### config.mk
export PLATFORM = sky130hd
export DESIGN_NAME = tbase_irq
export DESIGN_NICKNAME = d
export VERILOG_FILES = /design/src/tbase_pkg.sv /design/src/tbase_irq.sv
export SDC_FILE = /design/constraint.sdc
export NUM_CORES = 1
export LEC_CHECK = 0
export ABC_CLOCK_PERIOD_IN_PS = 2600
export BUFFER_PORTS_ARGS = -buffer_cell sky130_fd_sc_hd__buf_2
export CAP_MARGIN = 10
export CELL_PAD_IN_SITES_DETAIL_PLACEMENT = 1
export CELL_PAD_IN_SITES_GLOBAL_PLACEMENT = 1
export CORE_MARGIN = 2
export CORE_UTILIZATION = 37
export DETAILED_ROUTE_END_ITERATION = 12
export GPL_ROUTABILITY_DRIVEN = 0
export GPL_TIMING_DRIVEN = 0
export HOLD_SLACK_MARGIN = 0.05
export PLACE_DENSITY_LB_ADDON = 0.15
export SLEW_MARGIN = 20
export SYNTH_ARGS = -nofsm -noshare
export SYNTH_HDL_FRONTEND = slang
export SYNTH_SLANG_ARGS = --single-unit
### constraint.sdc
create_clock -name clk -period 2.6 [get_ports clk]
set_clock_uncertainty 0.2 [all_clocks]
set_input_delay 0.26 -clock clk [delete_from_list [all_inputs] [get_ports clk]]
set_output_delay 0.26 -clock clk [all_outputs]
set_load 0.05 [all_outputs]
### src/tbase_pkg.sv
// Shared constants and types for the periodic time base block.
// Assumes a single 40 MHz system clock and an AHB-Lite register bus.
package tbase_pkg;

    // ----------------------------------------
    // Register map (byte addresses)
    // ----------------------------------------
    localparam logic [7:0] ADDR_PSC_SEL  = 8'h00;
    localparam logic [7:0] ADDR_TB0_CTRL = 8'h04;
    localparam logic [7:0] ADDR_TB1_CTRL = 8'h08;
    localparam logic [7:0] ADDR_INT_CTRL = 8'h0C;
    localparam logic [7:0] ADDR_FLAGS    = 8'h10;
    localparam logic [7:0] ADDR_CPU_CMD  = 8'h14;
    localparam logic [7:0] ADDR_STATUS   = 8'h18;
    localparam logic [7:0] ADDR_IRQ_MASK = 8'h1C;

    // ----------------------------------------
    // Field positions and reset values
    // ----------------------------------------
    localparam int RUN_BIT       = 7;
    localparam int PERIOD_W      = 3;
    localparam int SRC_W         = 2;
    localparam int GIE_BIT       = 0;
    localparam int EN0_BIT       = 1;
    localparam int EN1_BIT       = 2;
    localparam int STACK_FULL_BIT = 3;
    localparam int SLEEP_BIT     = 4;
    localparam int CMD_RETURN_FROM_INTERRUPT_INSTR_BIT  = 0;
    localparam int CMD_RET_BIT   = 1;
    localparam logic [7:0] CTRL_RESET = 8'h00;

    // Prescaler sources and divider
    localparam logic [1:0] SRC_SYS     = 2'h0;
    localparam logic [1:0] SRC_SYS_DIV = 2'h1;
    localparam int         SYS_DIV     = 4;
    localparam int         DIV_W       = 2;
    localparam int         CNT_W       = 15;
    localparam int         MIN_EXP     = 8;
    localparam int         NUM_TB      = 2;

    // Time base control register fields
    typedef struct packed {
        logic                run;
        logic [PERIOD_W-1:0] period;
    } tbase_ctrl_t;

    // AHB-Lite slave request
    typedef struct packed {
        logic        hsel;
        logic [31:0] haddr;
        logic [1:0]  htrans;
        logic        hwrite;
        logic [2:0]  hsize;
        logic        hready;
    } ahb_req_t;

    localparam logic [1:0] HTRANS_NONSEQ = 2'h2;
    localparam logic [1:0] HTRANS_SEQ    = 2'h3;

    typedef enum logic [1:0] {
        CPU_RUN,
        CPU_VEC0,
        CPU_VEC1
    } vec_state_t;

endpackage

### src/tbase_irq.sv
// Two periodic time base generators with request flags, servicing and wake-up.
// Assumes AHB-Lite register access; pin inputs synchronous to clk.

module tbase_irq
    import tbase_pkg::*;
(
    // Clock and reset
    input  wire logic        clk,
    input  wire logic        rst,
    // AHB-Lite slave
    input  wire logic        hsel,
    input  wire logic [31:0] haddr,
    input  wire logic [1:0]  htrans,
    input  wire logic        hwrite,
    input  wire logic [2:0]  hsize,
    input  wire logic        hready,
    input  wire logic [31:0] hwdata,
    output logic      [31:0] hrdata,
    output logic             hreadyout,
    output logic             hresp,
    // Slow subsidiary clock, synchronised and counted on its rising edge
    input  wire logic        sub_clk,
    // Core side
    input  wire logic        stack_full,
    input  wire logic        core_asleep,
    output logic             vec_call,
    output logic             vec_sel,
    output logic             push_pc,
    output logic             wake_up,
    output logic             irq
);

    // ----------------------------------------
    // Bus address phase capture
    // ----------------------------------------
    ahb_req_t   req;
    logic       wr_pend_q;
    logic       rd_pend_q;
    logic [7:0] addr_q;
    wire        xfer_ok;

    assign req     = '{hsel, haddr, htrans, hwrite, hsize, hready};
    assign xfer_ok = req.hsel && req.hready &&
                     (req.htrans == HTRANS_NONSEQ || req.htrans == HTRANS_SEQ);

    always_ff @(posedge clk) begin
        if (rst) begin
            wr_pend_q <= 1'b0;
            rd_pend_q <= 1'b0;
        end else begin
            wr_pend_q <= xfer_ok && req.hwrite;
            rd_pend_q <= xfer_ok && !req.hwrite;
        end
    end

    // Address held for the whole data phase, wait state included
    always_ff @(posedge clk) begin
        if (rst)
            addr_q <= 8'h00;
        else if (xfer_ok)
            addr_q <= req.haddr[7:0];
    end

    // ----------------------------------------
    // Write decode
    // ----------------------------------------
    wire wr_psc   = wr_pend_q && (addr_q == ADDR_PSC_SEL);
    wire wr_tb0   = wr_pend_q && (addr_q == ADDR_TB0_CTRL);
    wire wr_tb1   = wr_pend_q && (addr_q == ADDR_TB1_CTRL);
    wire wr_ictl  = wr_pend_q && (addr_q == ADDR_INT_CTRL);
    wire wr_flags = wr_pend_q && (addr_q == ADDR_FLAGS);
    wire wr_cmd   = wr_pend_q && (addr_q == ADDR_CPU_CMD);
    wire wr_stat  = wr_pend_q && (addr_q == ADDR_STATUS);
    wire wr_mask  = wr_pend_q && (addr_q == ADDR_IRQ_MASK);

    // ----------------------------------------
    // Control registers
    // ----------------------------------------
    logic [SRC_W-1:0] psc_src_q;
    tbase_ctrl_t      tb_ctrl_q [NUM_TB];
    logic             gie_q;
    logic [NUM_TB-1:0] local_en_q;
    logic [NUM_TB-1:0] irq_mask_q;

    wire [NUM_TB-1:0] wr_tb = {wr_tb1, wr_tb0};

    always_ff @(posedge clk) begin
        if (rst)
            psc_src_q <= '0;
        else if (wr_psc)
            psc_src_q <= hwdata[SRC_W-1:0];
    end

    always_ff @(posedge clk) begin
        if (rst)
            local_en_q <= '0;
        else if (wr_ictl)
            local_en_q <= hwdata[EN1_BIT:EN0_BIT];
    end

    always_ff @(posedge clk) begin
        if (rst)
            irq_mask_q <= '0;
        else if (wr_mask)
            irq_mask_q <= hwdata[NUM_TB-1:0];
    end

    // ----------------------------------------
    // Prescaler clock enable
    // ----------------------------------------
    logic [DIV_W-1:0] sys_div_q;
    logic             sub_s1_q;
    logic             sub_s2_q;
    logic             sub_s3_q;
    logic             psc_tick;

    always_ff @(posedge clk) begin
        if (rst)
            sys_div_q <= '0;
        else
            sys_div_q <= sys_div_q + 1'b1;
    end

    // ----------------------------------------
    // Slow clock edge
    // ----------------------------------------
    // Two stages against metastability, third for the edge
    always_ff @(posedge clk) begin
        if (rst) begin
            sub_s1_q <= 1'b0;
            sub_s2_q <= 1'b0;
            sub_s3_q <= 1'b0;
        end else begin
            sub_s1_q <= sub_clk;
            sub_s2_q <= sub_s1_q;
            sub_s3_q <= sub_s2_q;
        end
    end

    wire div_tick = (sys_div_q == DIV_W'(SYS_DIV - 1));
    wire sub_tick = sub_s2_q && !sub_s3_q;

    assign psc_tick = (psc_src_q == SRC_SYS)     ? 1'b1 :
                      (psc_src_q == SRC_SYS_DIV) ? div_tick :
                                                   sub_tick;

    // ----------------------------------------
    // Dividers and request flags
    // ----------------------------------------
    logic [NUM_TB-1:0] overflow;
    logic [NUM_TB-1:0] flag_q;
    logic [NUM_TB-1:0] take;

    genvar g;
    generate
        for (g = 0; g < NUM_TB; g++) begin : g_tb
            logic [CNT_W-1:0] cnt_q;
            wire  [CNT_W-1:0] top = CNT_W'((32'd1 << (MIN_EXP + tb_ctrl_q[g].period)) - 1);
            assign overflow[g] = tb_ctrl_q[g].run && psc_tick && (cnt_q == top);

            // Run bit and period of this time base
            always_ff @(posedge clk) begin
                if (rst)
                    tb_ctrl_q[g] <= '0;
                else if (wr_tb[g])
                    tb_ctrl_q[g] <= '{hwdata[RUN_BIT], hwdata[PERIOD_W-1:0]};
            end

            always_ff @(posedge clk) begin
                if (rst || !tb_ctrl_q[g].run)
                    cnt_q <= '0;
                else if (overflow[g])
                    cnt_q <= '0;
                else if (psc_tick)
                    cnt_q <= cnt_q + 1'b1;
            end

            // Overflow wins over clear
            always_ff @(posedge clk) begin
                if (rst)
                    flag_q[g] <= 1'b0;
                else if (overflow[g])
                    flag_q[g] <= 1'b1;
                else if (wr_flags)
                    flag_q[g] <= hwdata[g];
                else if (take[g])
                    flag_q[g] <= 1'b0;
            end
        end
    endgenerate

    // ----------------------------------------
    // Servicing
    // ----------------------------------------
    // No new take in the cycle that signals a call
    wire [NUM_TB-1:0] ready_req = flag_q & local_en_q &
                                  {NUM_TB{gie_q && !stack_full && !vec_call}};
    // Time base 0 wins a tie
    assign take[0] = ready_req[0];
    assign take[1] = ready_req[1] && !ready_req[0];
    wire any_take = |take;

    wire cmd_return_from_interrupt_instr = wr_cmd && hwdata[CMD_RETURN_FROM_INTERRUPT_INSTR_BIT];
    wire cmd_ret  = wr_cmd && hwdata[CMD_RET_BIT];

    always_ff @(posedge clk) begin
        if (rst)
            gie_q <= 1'b0;
        else if (any_take)
            gie_q <= 1'b0;
        else if (cmd_return_from_interrupt_instr)
            gie_q <= 1'b1;
        // Plain return leaves the enable as it is
        else if (cmd_ret)
            gie_q <= gie_q;
        else if (wr_ictl)
            gie_q <= hwdata[GIE_BIT];
    end

    always_ff @(posedge clk) begin
        if (rst) begin
            vec_call <= 1'b0;
            vec_sel  <= 1'b0;
            push_pc  <= 1'b0;
        end else begin
            vec_call <= any_take;
            vec_sel  <= take[1];
            push_pc  <= any_take;
        end
    end

    // ----------------------------------------
    // Wake-up and interrupt status
    // ----------------------------------------
    logic [NUM_TB-1:0] flag_prev_q;
    logic [NUM_TB-1:0] status_q;
    wire  [NUM_TB-1:0] rise = flag_q & ~flag_prev_q;

    wire  [NUM_TB-1:0] stat_clr = wr_stat ? hwdata[NUM_TB-1:0] : '0;

    always_ff @(posedge clk) begin
        if (rst) begin
            flag_prev_q <= '0;
            wake_up     <= 1'b0;
        end else begin
            flag_prev_q <= flag_q;
            wake_up     <= core_asleep && (|rise);
        end
    end

    // A rising edge wins over a clear in the same cycle
    always_ff @(posedge clk) begin
        if (rst)
            status_q <= '0;
        else
            status_q <= rise | (status_q & ~stat_clr);
    end

    always_ff @(posedge clk) begin
        if (rst)
            irq <= 1'b0;
        else
            irq <= |(status_q & irq_mask_q);
    end

    // ----------------------------------------
    // Read data
    // ----------------------------------------
    logic [31:0] rd_psc;
    logic [31:0] rd_tb0;
    logic [31:0] rd_tb1;
    logic [31:0] rd_ictl;
    logic [31:0] rd_flags;
    logic [31:0] rd_stat;
    logic [31:0] rd_mask;
    logic [31:0] rd_mux;

    // Unused upper bits read as zero
    assign rd_psc   = {{(32-SRC_W){1'b0}}, psc_src_q};
    assign rd_tb0   = {24'h00_0000, tb_ctrl_q[0].run, 4'h0, tb_ctrl_q[0].period};
    assign rd_tb1   = {24'h00_0000, tb_ctrl_q[1].run, 4'h0, tb_ctrl_q[1].period};
    assign rd_ictl  = {27'h000_0000, core_asleep, stack_full, local_en_q, gie_q};
    assign rd_flags = {{(32-NUM_TB){1'b0}}, flag_q};
    assign rd_stat  = {{(32-NUM_TB){1'b0}}, status_q};
    assign rd_mask  = {{(32-NUM_TB){1'b0}}, irq_mask_q};

    always_comb begin
        rd_mux = 32'h0000_0000;
        if (addr_q == ADDR_PSC_SEL)
            rd_mux = rd_psc;
        else if (addr_q == ADDR_TB0_CTRL)
            rd_mux = rd_tb0;
        else if (addr_q == ADDR_TB1_CTRL)
            rd_mux = rd_tb1;
        else if (addr_q == ADDR_INT_CTRL)
            rd_mux = rd_ictl;
        else if (addr_q == ADDR_FLAGS)
            rd_mux = rd_flags;
        else if (addr_q == ADDR_STATUS)
            rd_mux = rd_stat;
        else if (addr_q == ADDR_IRQ_MASK)
            rd_mux = rd_mask;
    end

    // ----------------------------------------
    // Bus response
    // ----------------------------------------
    // A read costs one wait state so that hrdata comes from a flop
    always_ff @(posedge clk) begin
        if (rst) begin
            hreadyout <= 1'b1;
            hresp     <= 1'b0;
        end else begin
            hreadyout <= !(xfer_ok && !req.hwrite);
            hresp     <= 1'b0;
        end
    end

    always_ff @(posedge clk) begin
        if (rst)
            hrdata <= 32'h0000_0000;
        else if (rd_pend_q)
            hrdata <= rd_mux;
    end

endmodule

# Word-level counts from Yosys, hierarchy flattened
# Memories as Yosys holds them, arrays and structs flattened.
# Index checks and enable logic that the tools add are counted.
op_classes:
  add_sub_neg: 7
  n_eq_ne: 14
  n_shift: 2
  n_mux: 29
  bitwise_logic: 10
  reduce_logical: 46
op_table:
  columns: ["op", "count"]
  rows:
  - ["8-bit by 5-bit equality test with 1-bit output (second input constant)", 4]
  - ["15-bit by 1-bit adder with 15-bit output (second input constant)", 2]
  - ["15-bit equality test", 2]
  - ["1-bit by 5-bit << shifter with 15-bit output (first input constant)", 2]
  - ["15-bit by 1-bit subtractor with 15-bit output (second input constant)", 2]
  - ["8-bit 2-to-1 mux", 3]
  - ["1-bit logical AND", 23]
  - ["1-bit 2-to-1 mux", 19]
  - ["8-bit by 4-bit equality test with 1-bit output (second input constant)", 2]
  - ["4-bit by 3-bit adder with 5-bit output (first input constant)", 2]
  - ["2-bit AND", 5]
  - ["2-bit OR reduction", 5]
  - ["8-bit by 3-bit equality test with 1-bit output (second input constant)", 1]
  - ["1-bit logical NOT", 8]
  - ["8-bit logical NOT", 1]
  - ["2-bit 2-to-1 mux", 4]
  - ["4-bit 2-to-1 mux", 2]
  - ["2-bit equality test (second input constant)", 3]
  - ["3-bit nonzero test", 2]
  - ["5-bit 2-to-1 mux", 1]
  - ["2-bit NOT", 2]
  - ["1-bit logical OR", 3]
  - ["3-bit OR reduction", 1]
  - ["2-bit by 1-bit adder with 2-bit output (second input constant)", 1]
  - ["other kinds (7)", 8]
totals:
  register_bits: 95
  ram_bits: 8
  input_bits: 77
  out_inout_bits: 39
  wordCells: 132
  n_memories: 1
mem_list:
  columns: ["memory", "words", "width", "read_ports", "rd_clocked_by_memory_dff", "write_ports", "line", "text"]
  rows:
  - ["tb_ctrl_q", 2, 4, 2, 0, 2, "tbase_irq.sv:80", "tbase_ctrl_t tb_ctrl_q [NUM_TB];"]

# Depth between registers and ports, before layout
# Gate-level depths: netlist (run 1).
depth:
  ltp_word: 9
  ltp_mapped: 7
  depth_no_buf: 7

# Worst setup path before layout (run 1)
# No wires, ideal clock.
synth_timing:
  path_kind: "flip-flop to flip-flop"
  startpoint: "reg sys_div_q[0]"
  endpoint: "reg g_tb[1].cnt_q[14]"
  setup_time_ps: 116
  arrival_time_ps: 1740
  required_time_ps: 2284
  setup_slack_ps: 544
  path_stages_with_launch: 8
  path_buffers: 0
  period_less_slack_ps: 2056
  cell_sequence: "dfxtp_1 > ha_1 > nor3b_4 > a21oi_4 > nand2_2 > or3_4 > o311a_1 > a31o_1"
synth_between:
  elab_chain_cells: 6
synth_rtl:
  columns: ["item", "line", "text"]
  rows:
  - ["start: declaration", "tbase_irq.sv:111", "logic [DIV_W-1:0] sys_div_q;"]
  - ["start signal: assignment", "tbase_irq.sv:121", "sys_div_q <= sys_div_q + 1'b1;"]
  - ["2-bit equality test (*)", "tbase_irq.sv:140", "wire div_tick = (sys_div_q == DIV_W'(SYS_DIV - 1));"]
  - ["1-bit 2-to-1 mux (*)", "tbase_irq.sv:144", "(psc_src_q == SRC_SYS_DIV) ? div_tick :"]
  - ["1-bit 2-to-1 mux (*)", "tbase_irq.sv:143", "assign psc_tick = (psc_src_q == SRC_SYS) ? 1'b1 :"]
  - ["1-bit logical AND (2 in series)", "tbase_irq.sv:159", "assign overflow[g] = tb_ctrl_q[g].run && psc_tick && (cnt_q == top);"]
  - ["2-bit OR reduction (no line)", null, null]
  - ["end signal: assignment", "tbase_irq.sv:175", "cnt_q <= cnt_q + 1'b1;"]
  - ["end: declaration", "tbase_irq.sv:157", "logic [CNT_W-1:0] cnt_q;"]
# Mark *: on every way between the ends. The rest lies on a longest branch, timed or not.
# A chain may end at the register's enable or synchronous reset.

==> metrics.yaml, run 1 <==
drive_gt1_share_pct: 16.45
synth.ff_latch_count: 77
cts_resized: 0
r2r_slack_ns: 0.27
fin_setup_tns_ns: 0
wl_mm: 9.772
path_cells: "nand2_1 > a211oi_1 > o21ai_0 > nand4b_1 > o21ai_1 > nor2_1"
root_buffer: "clkbuf_8"
numPortBuffers: 32
yosysMostFrequentCell: "dfxtp_1"
drc_errors: 0
synth_ff_type: "dfxtp_1"
vdd_ir_drop_max_mv: 0.3345
first_global_vias: 3381
syn_inst: 445
ys_types: 58
die_w_microns: 105.1
hold_violations: 0
path_clk_slew_ns: 0.08
coreArea_sq_mm: 0.009864
finalSetupViolations: 0
powerDensity_mw_per_mm2: 536.4
endpoint: "g_tb[0].cnt_q[4]"
die_area_sq_mm: 0.01104
final_core_utilization_pct: 46.33
cp-startpoint: "tb_ctrl_q[0][1]"
tightestPinTransition_ns: 1.076
reg2reg_depth: 6
first_pass_iters: 4
r2r-end: "g_tb[0].cnt_q[4]"
syn_area_per_cell_sq_um: 8.494
vias: 3337
grt_pass1_wl_mm: 16.52
drv_cap: 0
antenna_cells: 0
fin_nets: 610
finalCritPeriodShare_pct: 89.67
synth_area_leaders: "dfxtp_1 (37%), edfxtp_1 (6.4%), buf_4 (5.6%)"
ctsHoldBuffers: 16
area_growth_pct: 20.92
power.total_mw: 2.452
startpoint_type: "flip-flop"
yosys_warnings: 0
crit_path_top_delay_cell: "o21ai_1"
leakagePower_nw: 1.790
grt_max_degree: 14
arrival_ns: 2.34
slew_viol_final: 0
place_hpwl_mm: 7.164
rsz0062_at_grt: "false"
cpPeakStageDelay_ns: 0.57
rows: 36
clockBufferDepth: 2
pin_count: 116
synth-async-reset-ratio_pct: 0
yosysSeqAreaShare_pct: 42.90
r2r_start: "tb_ctrl_q[0][1]"
outcome: "complete, no violations"
finalNonFillerCells: 668
wire_per_inst_microns: 14.63
ant_nets: 0
grt_use_total_pct: 18.77
grt-ovfl-total: 0
slew_headroom_pct: 27.58
via_per_inst: 4.996
dp_cells: 636
clock_sinks: 77
h-tree-depth: 3
numCtsBuffers: 9
clk_latency_ns: 0.35
synth_top_area_share_pct: 36.54
crit_required_ns: 2.61
whs_ns: 0.1901
fin_crit_ns: 2.332
cts_tree: "built"
netlist_top_cells_count: "dfxtp_1 (69), nand2_1 (52), nor2_1 (52)"
syn_area_sq_mm: 0.003780
synth_edf_count: 8
die_y_microns: 105.1
antenna_found_initial: 0
critPathCaptureType: "flip-flop"
min_path_type: "in2reg"
synth_area_leader_cell: "dfxtp_1"
fmax_mhz: 428.9
initial_core_util_pct: 38.32
post_cts_buffers: 0
critical_path_class: "reg2reg"
first_iter_violations: 118
crit_fanout: 9
-- cells by family after synthesis --
kind of cell / synth area share [%]
and+or+nand+nor: 27.08
AOI/OAI and AO/OA: 15.29
DFF: 42.90
buffers and inverters: 8.143
xor gates and xnor gates: 4.403
muxes: 1.092
adders and majority gates: 0.9932
other: 0.09921
-- cell type report --
class / count / area (sq um)
Clock buffer: 10 / 148.9
Timing Repair Buffer: 48 / 320.3
Clock inverter: 6 / 57.56
Sequential cell: 77 / 1622
Multi-Input combinational cell: 342 / 1948
Buffer: 38 / 255.2
Fill cell: 1212 / 5294
Tap cell: 133 / 166.4
Inverter: 14 / 52.55
-- critical path: cells and delay by family, from the launching register on --
kind            cells  cell delay [ns]
compound gates      3             1.01
flops               1             0.53
simple gates        3             0.44
-- registers in the layout, indices dropped and copies added (netlist names), 2 cells and up --
register / flops
status_q: 2
irq_mask_q: 2
g_tb.cnt_q: 30
psc_src_q: 2
tb_ctrl_q: 8
addr_q: 8
flag_q: 2
hrdata: 6
flag_prev_q: 2
local_en_q: 2
sys_div_q: 2
-- power by group --
part           switching [mW]  total (mW)  internal [mW]
Combinational           0.176       0.265         0.0885
Clock                   0.459       0.957          0.498
Sequential             0.0166        1.23           1.21
Total                   0.651        2.45           1.80
-- metal layers --
metal	track usage [%]	share of wire, %
met1	23.20	46
met2	32.93	50
met3	4.492	2.9
met4	4.286	1.2
met5	0	0
-- per-stage QoR --
step	cell area, sq um	setup WS, ns
after CTS	4571	0.2133
final	4571	0.2685
after floorplan	3877	0.5445
after global placement	4204	0.2735
after detailed placement	4204	0.2497
after global routing	4571	0.01733
-- cell usage in the layout, fill, tap and decap left out, types with 10 or more instances in the layout --
cell / netlist / layout
nor2b_1: 17 / 17
nor2_1: 52 / 52
a21oi_1: 28 / 28
nand2_1: 52 / 52
dlygate4sd3_1: 0 / 16
buf_2: 0 / 32
xnor2_1: 10 / 10
inv_1: 14 / 14
nand3_1: 23 / 23
conb_1: 1 / 27
o21ai_0: 15 / 15
buf_4: 28 / 28
dfxtp_1: 69 / 69
-- worst min-delay path by stage --
| stage | startpoint | endpoint | slack [ns] | cells after the start |
|---|---|---|---|---|
| 4_1_cts | rst | g_tb[0].cnt_q[14] | 0.20 | 4 |
| 3_3_place_gp | sub_s1_q | sub_s2_q | 0.22 | 1 |
| 6_report | rst | g_tb[0].cnt_q[12] | 0.19 | 4 |
| 3_5_place_dp | sys_div_q[0] | sys_div_q[0] | 0.22 | 1 |
| 5_1_grt | rst | g_tb[1].cnt_q[6] | 0.22 | 3 |
| 2_1_floorplan | hwrite | hreadyout | 0.18 | 1 |
No activity file was read; power rests on OpenSTA's default activity.
==> inputs of run 2 (changes only) <==
ABC_CLOCK_PERIOD_IN_PS = 2040   (was 2600)
CORE_UTILIZATION = 34   (was 37)
SLEW_MARGIN = unset   (was 20)
clock period = 2.04 ns   (was 2.6 ns; I/O delays follow)
==> metrics.yaml, run 2 (synthesis gave the netlist of run 1 again) <==
whs_ns: 0.1461  # was 0.1901 ns
setup_ws_ns: -0.01432  # was 0.2685 ns
cts_tree: "built"  # unchanged
fmax_mhz: 486.8  # was 428.9 MHz
drc_errors: 0  # unchanged
first_global_vias: 3382  # was 3,381
clockBufferDepth: 2  # unchanged
p_clk_share_pct: 39.7  # was 39.0%
coreArea_sq_mm: 0.01084  # was 0.009864 sq mm
p_sw_share_pct: 26.74  # was 26.56%
arrival_ns: 2.15  # was 2.34 ns
stdcell_area_sq_mm: 0.004994  # was 0.004571 sq mm
root_buffer: "clkbuf_8"  # unchanged
antenna_cells: 0  # unchanged
die_w_microns: 109.4  # was 105.1 microns
powerDensity_mw_per_mm2: 643.9  # was 536.4 mW/mm^2
p_int_mw: 2.356  # was 1.800 mW
cp_common_cell: "buf_4"
hold_violations: 0  # unchanged
finalCritPeriodShare_pct: 100.7  # was 89.67%
rows: 38  # was 36
clk_latency_ns: 0.36  # was 0.35 ns
cpPeakStageDelay_ns: 0.51  # was 0.57 ns
wire_per_inst_microns: 15.57  # was 14.63 microns
finalSetupViolations: 3  # was 0
first_pass_iters: 4  # unchanged
crit_required_ns: 2.13  # was 2.61 ns
numPortBuffers: 32  # unchanged
place_hpwl_mm: 7.382  # was 7.164 mm
leakagePower_nw: 1.995  # was 1.790 nW
area_growth_pct: 32.11  # was 20.92%
crit_path_top_delay_cell: "edfxtp_1"  # was o21ai_1
largest_reg_flops: 30  # unchanged
regMostFlops: "g_tb.cnt_q"  # unchanged
drv_cap: 0  # unchanged
pin_count: 116  # unchanged
rsz0062_at_grt: "true"  # was false
placed_cell_area_sq_mm: 0.004215  # was 0.004204 sq mm
antenna_found_initial: 0  # unchanged
via_per_inst: 4.972  # was 4.996
largest_registers: "g_tb.cnt_q x30, addr_q x8, tb_ctrl_q x8"  # unchanged
seqPwrFrac_pct: 48.8  # was 50.2%
die_y_microns: 109.4  # was 105.1 microns
tightestPinTransition_ns: 0.7961  # was 1.076 ns
numCtsBuffers: 9  # unchanged
startpoint_type: "flip-flop"  # unchanged
grt_max_degree: 14  # unchanged
min_path_type: "in2reg"  # unchanged
fillers: 1333  # was 1,212
clock_sinks: 77  # unchanged
path_clk_slew_ns: 0.09  # was 0.08 ns
vias: 3500  # was 3,337
grt-ovfl-total: 0  # unchanged
violations: "negative setup slack"
initial_core_util_pct: 34.87  # was 38.32%
wl_mm: 10.96  # was 9.772 mm
outcome: "finished with violations"  # was complete, no violations
p_comb_share_pct: 11.5  # was 10.8%
die_area_sq_mm: 0.01198  # was 0.01104 sq mm
vdd_ir_drop_max_mv: 0.5063  # was 0.3345 mV
critical_path_class: "reg2reg"  # unchanged
mostFrequentLayoutCells: "dfxtp_1 (62), buf_4 (54), nor2_1 (50), nand2_1 (48), buf_2 (32)"  # was dfxtp_1 (69), nor2_1 (52), nand2_1 (52), buf_2 (32)
h-tree-depth: 3  # unchanged
path_cells: "buf_4 > buf_4 > a211oi_2 > o211ai_1 > or3_4 > a21oi_2"  # was nand2_1 > a211oi_1 > o21ai_0 > nand4b_1 > o21ai_1 > nor2_1
ant_nets: 0  # unchanged
slew_viol_final: 0  # unchanged
fin_nets: 639  # was 610
critPathCaptureType: "flip-flop"  # unchanged
slew_headroom_pct: 46.82  # was 27.58%
final_common_cell: "dfxtp_1"  # unchanged
grt_pass1_wl_mm: 16.97  # was 16.52 mm
fin_crit_ns: 2.054  # was 2.332 ns
first_iter_violations: 129  # was 118
crit_fanout: 6  # was 9
switching_power_mw: 0.8598  # was 0.6512 mW
power.total_mw: 3.215  # was 2.452 mW
grt_use_total_pct: 18.44  # was 18.77%
drive_gt1_share_pct: 26.42  # was 16.45%
[run 2: cell count changes in the layout (fill, tap and decap cells not counted), moves of 3 or more]
cell / change
o21ai_1: +3
buf_6: +3
dfxtp_1: -7
nand2_2: +3
clkinv_2: -3
o21ai_0: -4
nand2_1: -4
buf_4: +26
dfxtp_2: +5
[run 2: worst paths after layout]
| kind | startpoint | end | slack [ns] | cells past startpoint |
|---|---|---|---|---|
| max | tb_ctrl_q[1][1] | flag_q[1] | -0.01 | 6 |
| min | hready | wr_pend_q | 0.15 | 3 |
| max reg2reg | tb_ctrl_q[1][1] | flag_q[1] | -0.01 | 6 |
| min reg2reg | sys_div_q[0] | sys_div_q[0] | 0.24 | 1 |
[run 2: final cells by class]
type	count	area [sq um]	area share, %
Buffer	37	254.0	5.086
Clock buffer	12	166.4	3.333
Clock inverter	4	52.55	1.052
Inverter	14	52.55	1.052
Multi-Input combinational cell	343	2108	42.22
Sequential cell	77	1635	32.75
Tap cell	140	175.2	3.508
Timing Repair Buffer	77	549.3	11.00
[run 2: power by group through the flow]
stage                     Sequential, mW  Clock [mW]  Combinational, mW
after floorplan                     1.60           0              0.246
after global placement              1.60           0              0.310
after detailed placement            1.60           0              0.313
after CTS                           1.57        1.31              0.347
after global routing                1.57        1.37              0.401
final                               1.57        1.28              0.370
[run 2: timing repair]
item / in CTS / in global routing
resized for setup: 20 / 31
pin swaps: 8 / 12
hold buffers: 16 / 0
cloned: 0 / 1
endpoints found under the hold margin: 25 / 0
endpoints found under the setup margin: 29 / 40
setup buffers: 11 / 18
[run 2: through the flow]
stage          util (%)  worst slack (ns)  setup TNS, ns  std cells
2_1_floorplan         -           0.03765              0        471
5_1_grt           46.06           -0.1366         -2.158        704
6_report          46.06          -0.01432       -0.02395        704
4_1_cts           43.86          -0.03809        -0.3149        686
3_3_place_gp      38.89           -0.3054         -4.861        643
3_5_place_dp      38.89           -0.2986         -5.642        643
[run 2: metal layers]
metal	global-route usage, %	part of all wire (%)
met4	5.425	1.5
met5	0	0
met1	23.00	45
met2	31.97	50
met3	3.853	3.5
[run 2: critical path: cells and delay by family (launching register included)]
kind	cells	cell delay (ns)
and+or+nand+nor	1	0.42
DFF	1	0.51
buffers and inverters	2	0.31
AOI/OAI and AO/OA	3	0.54
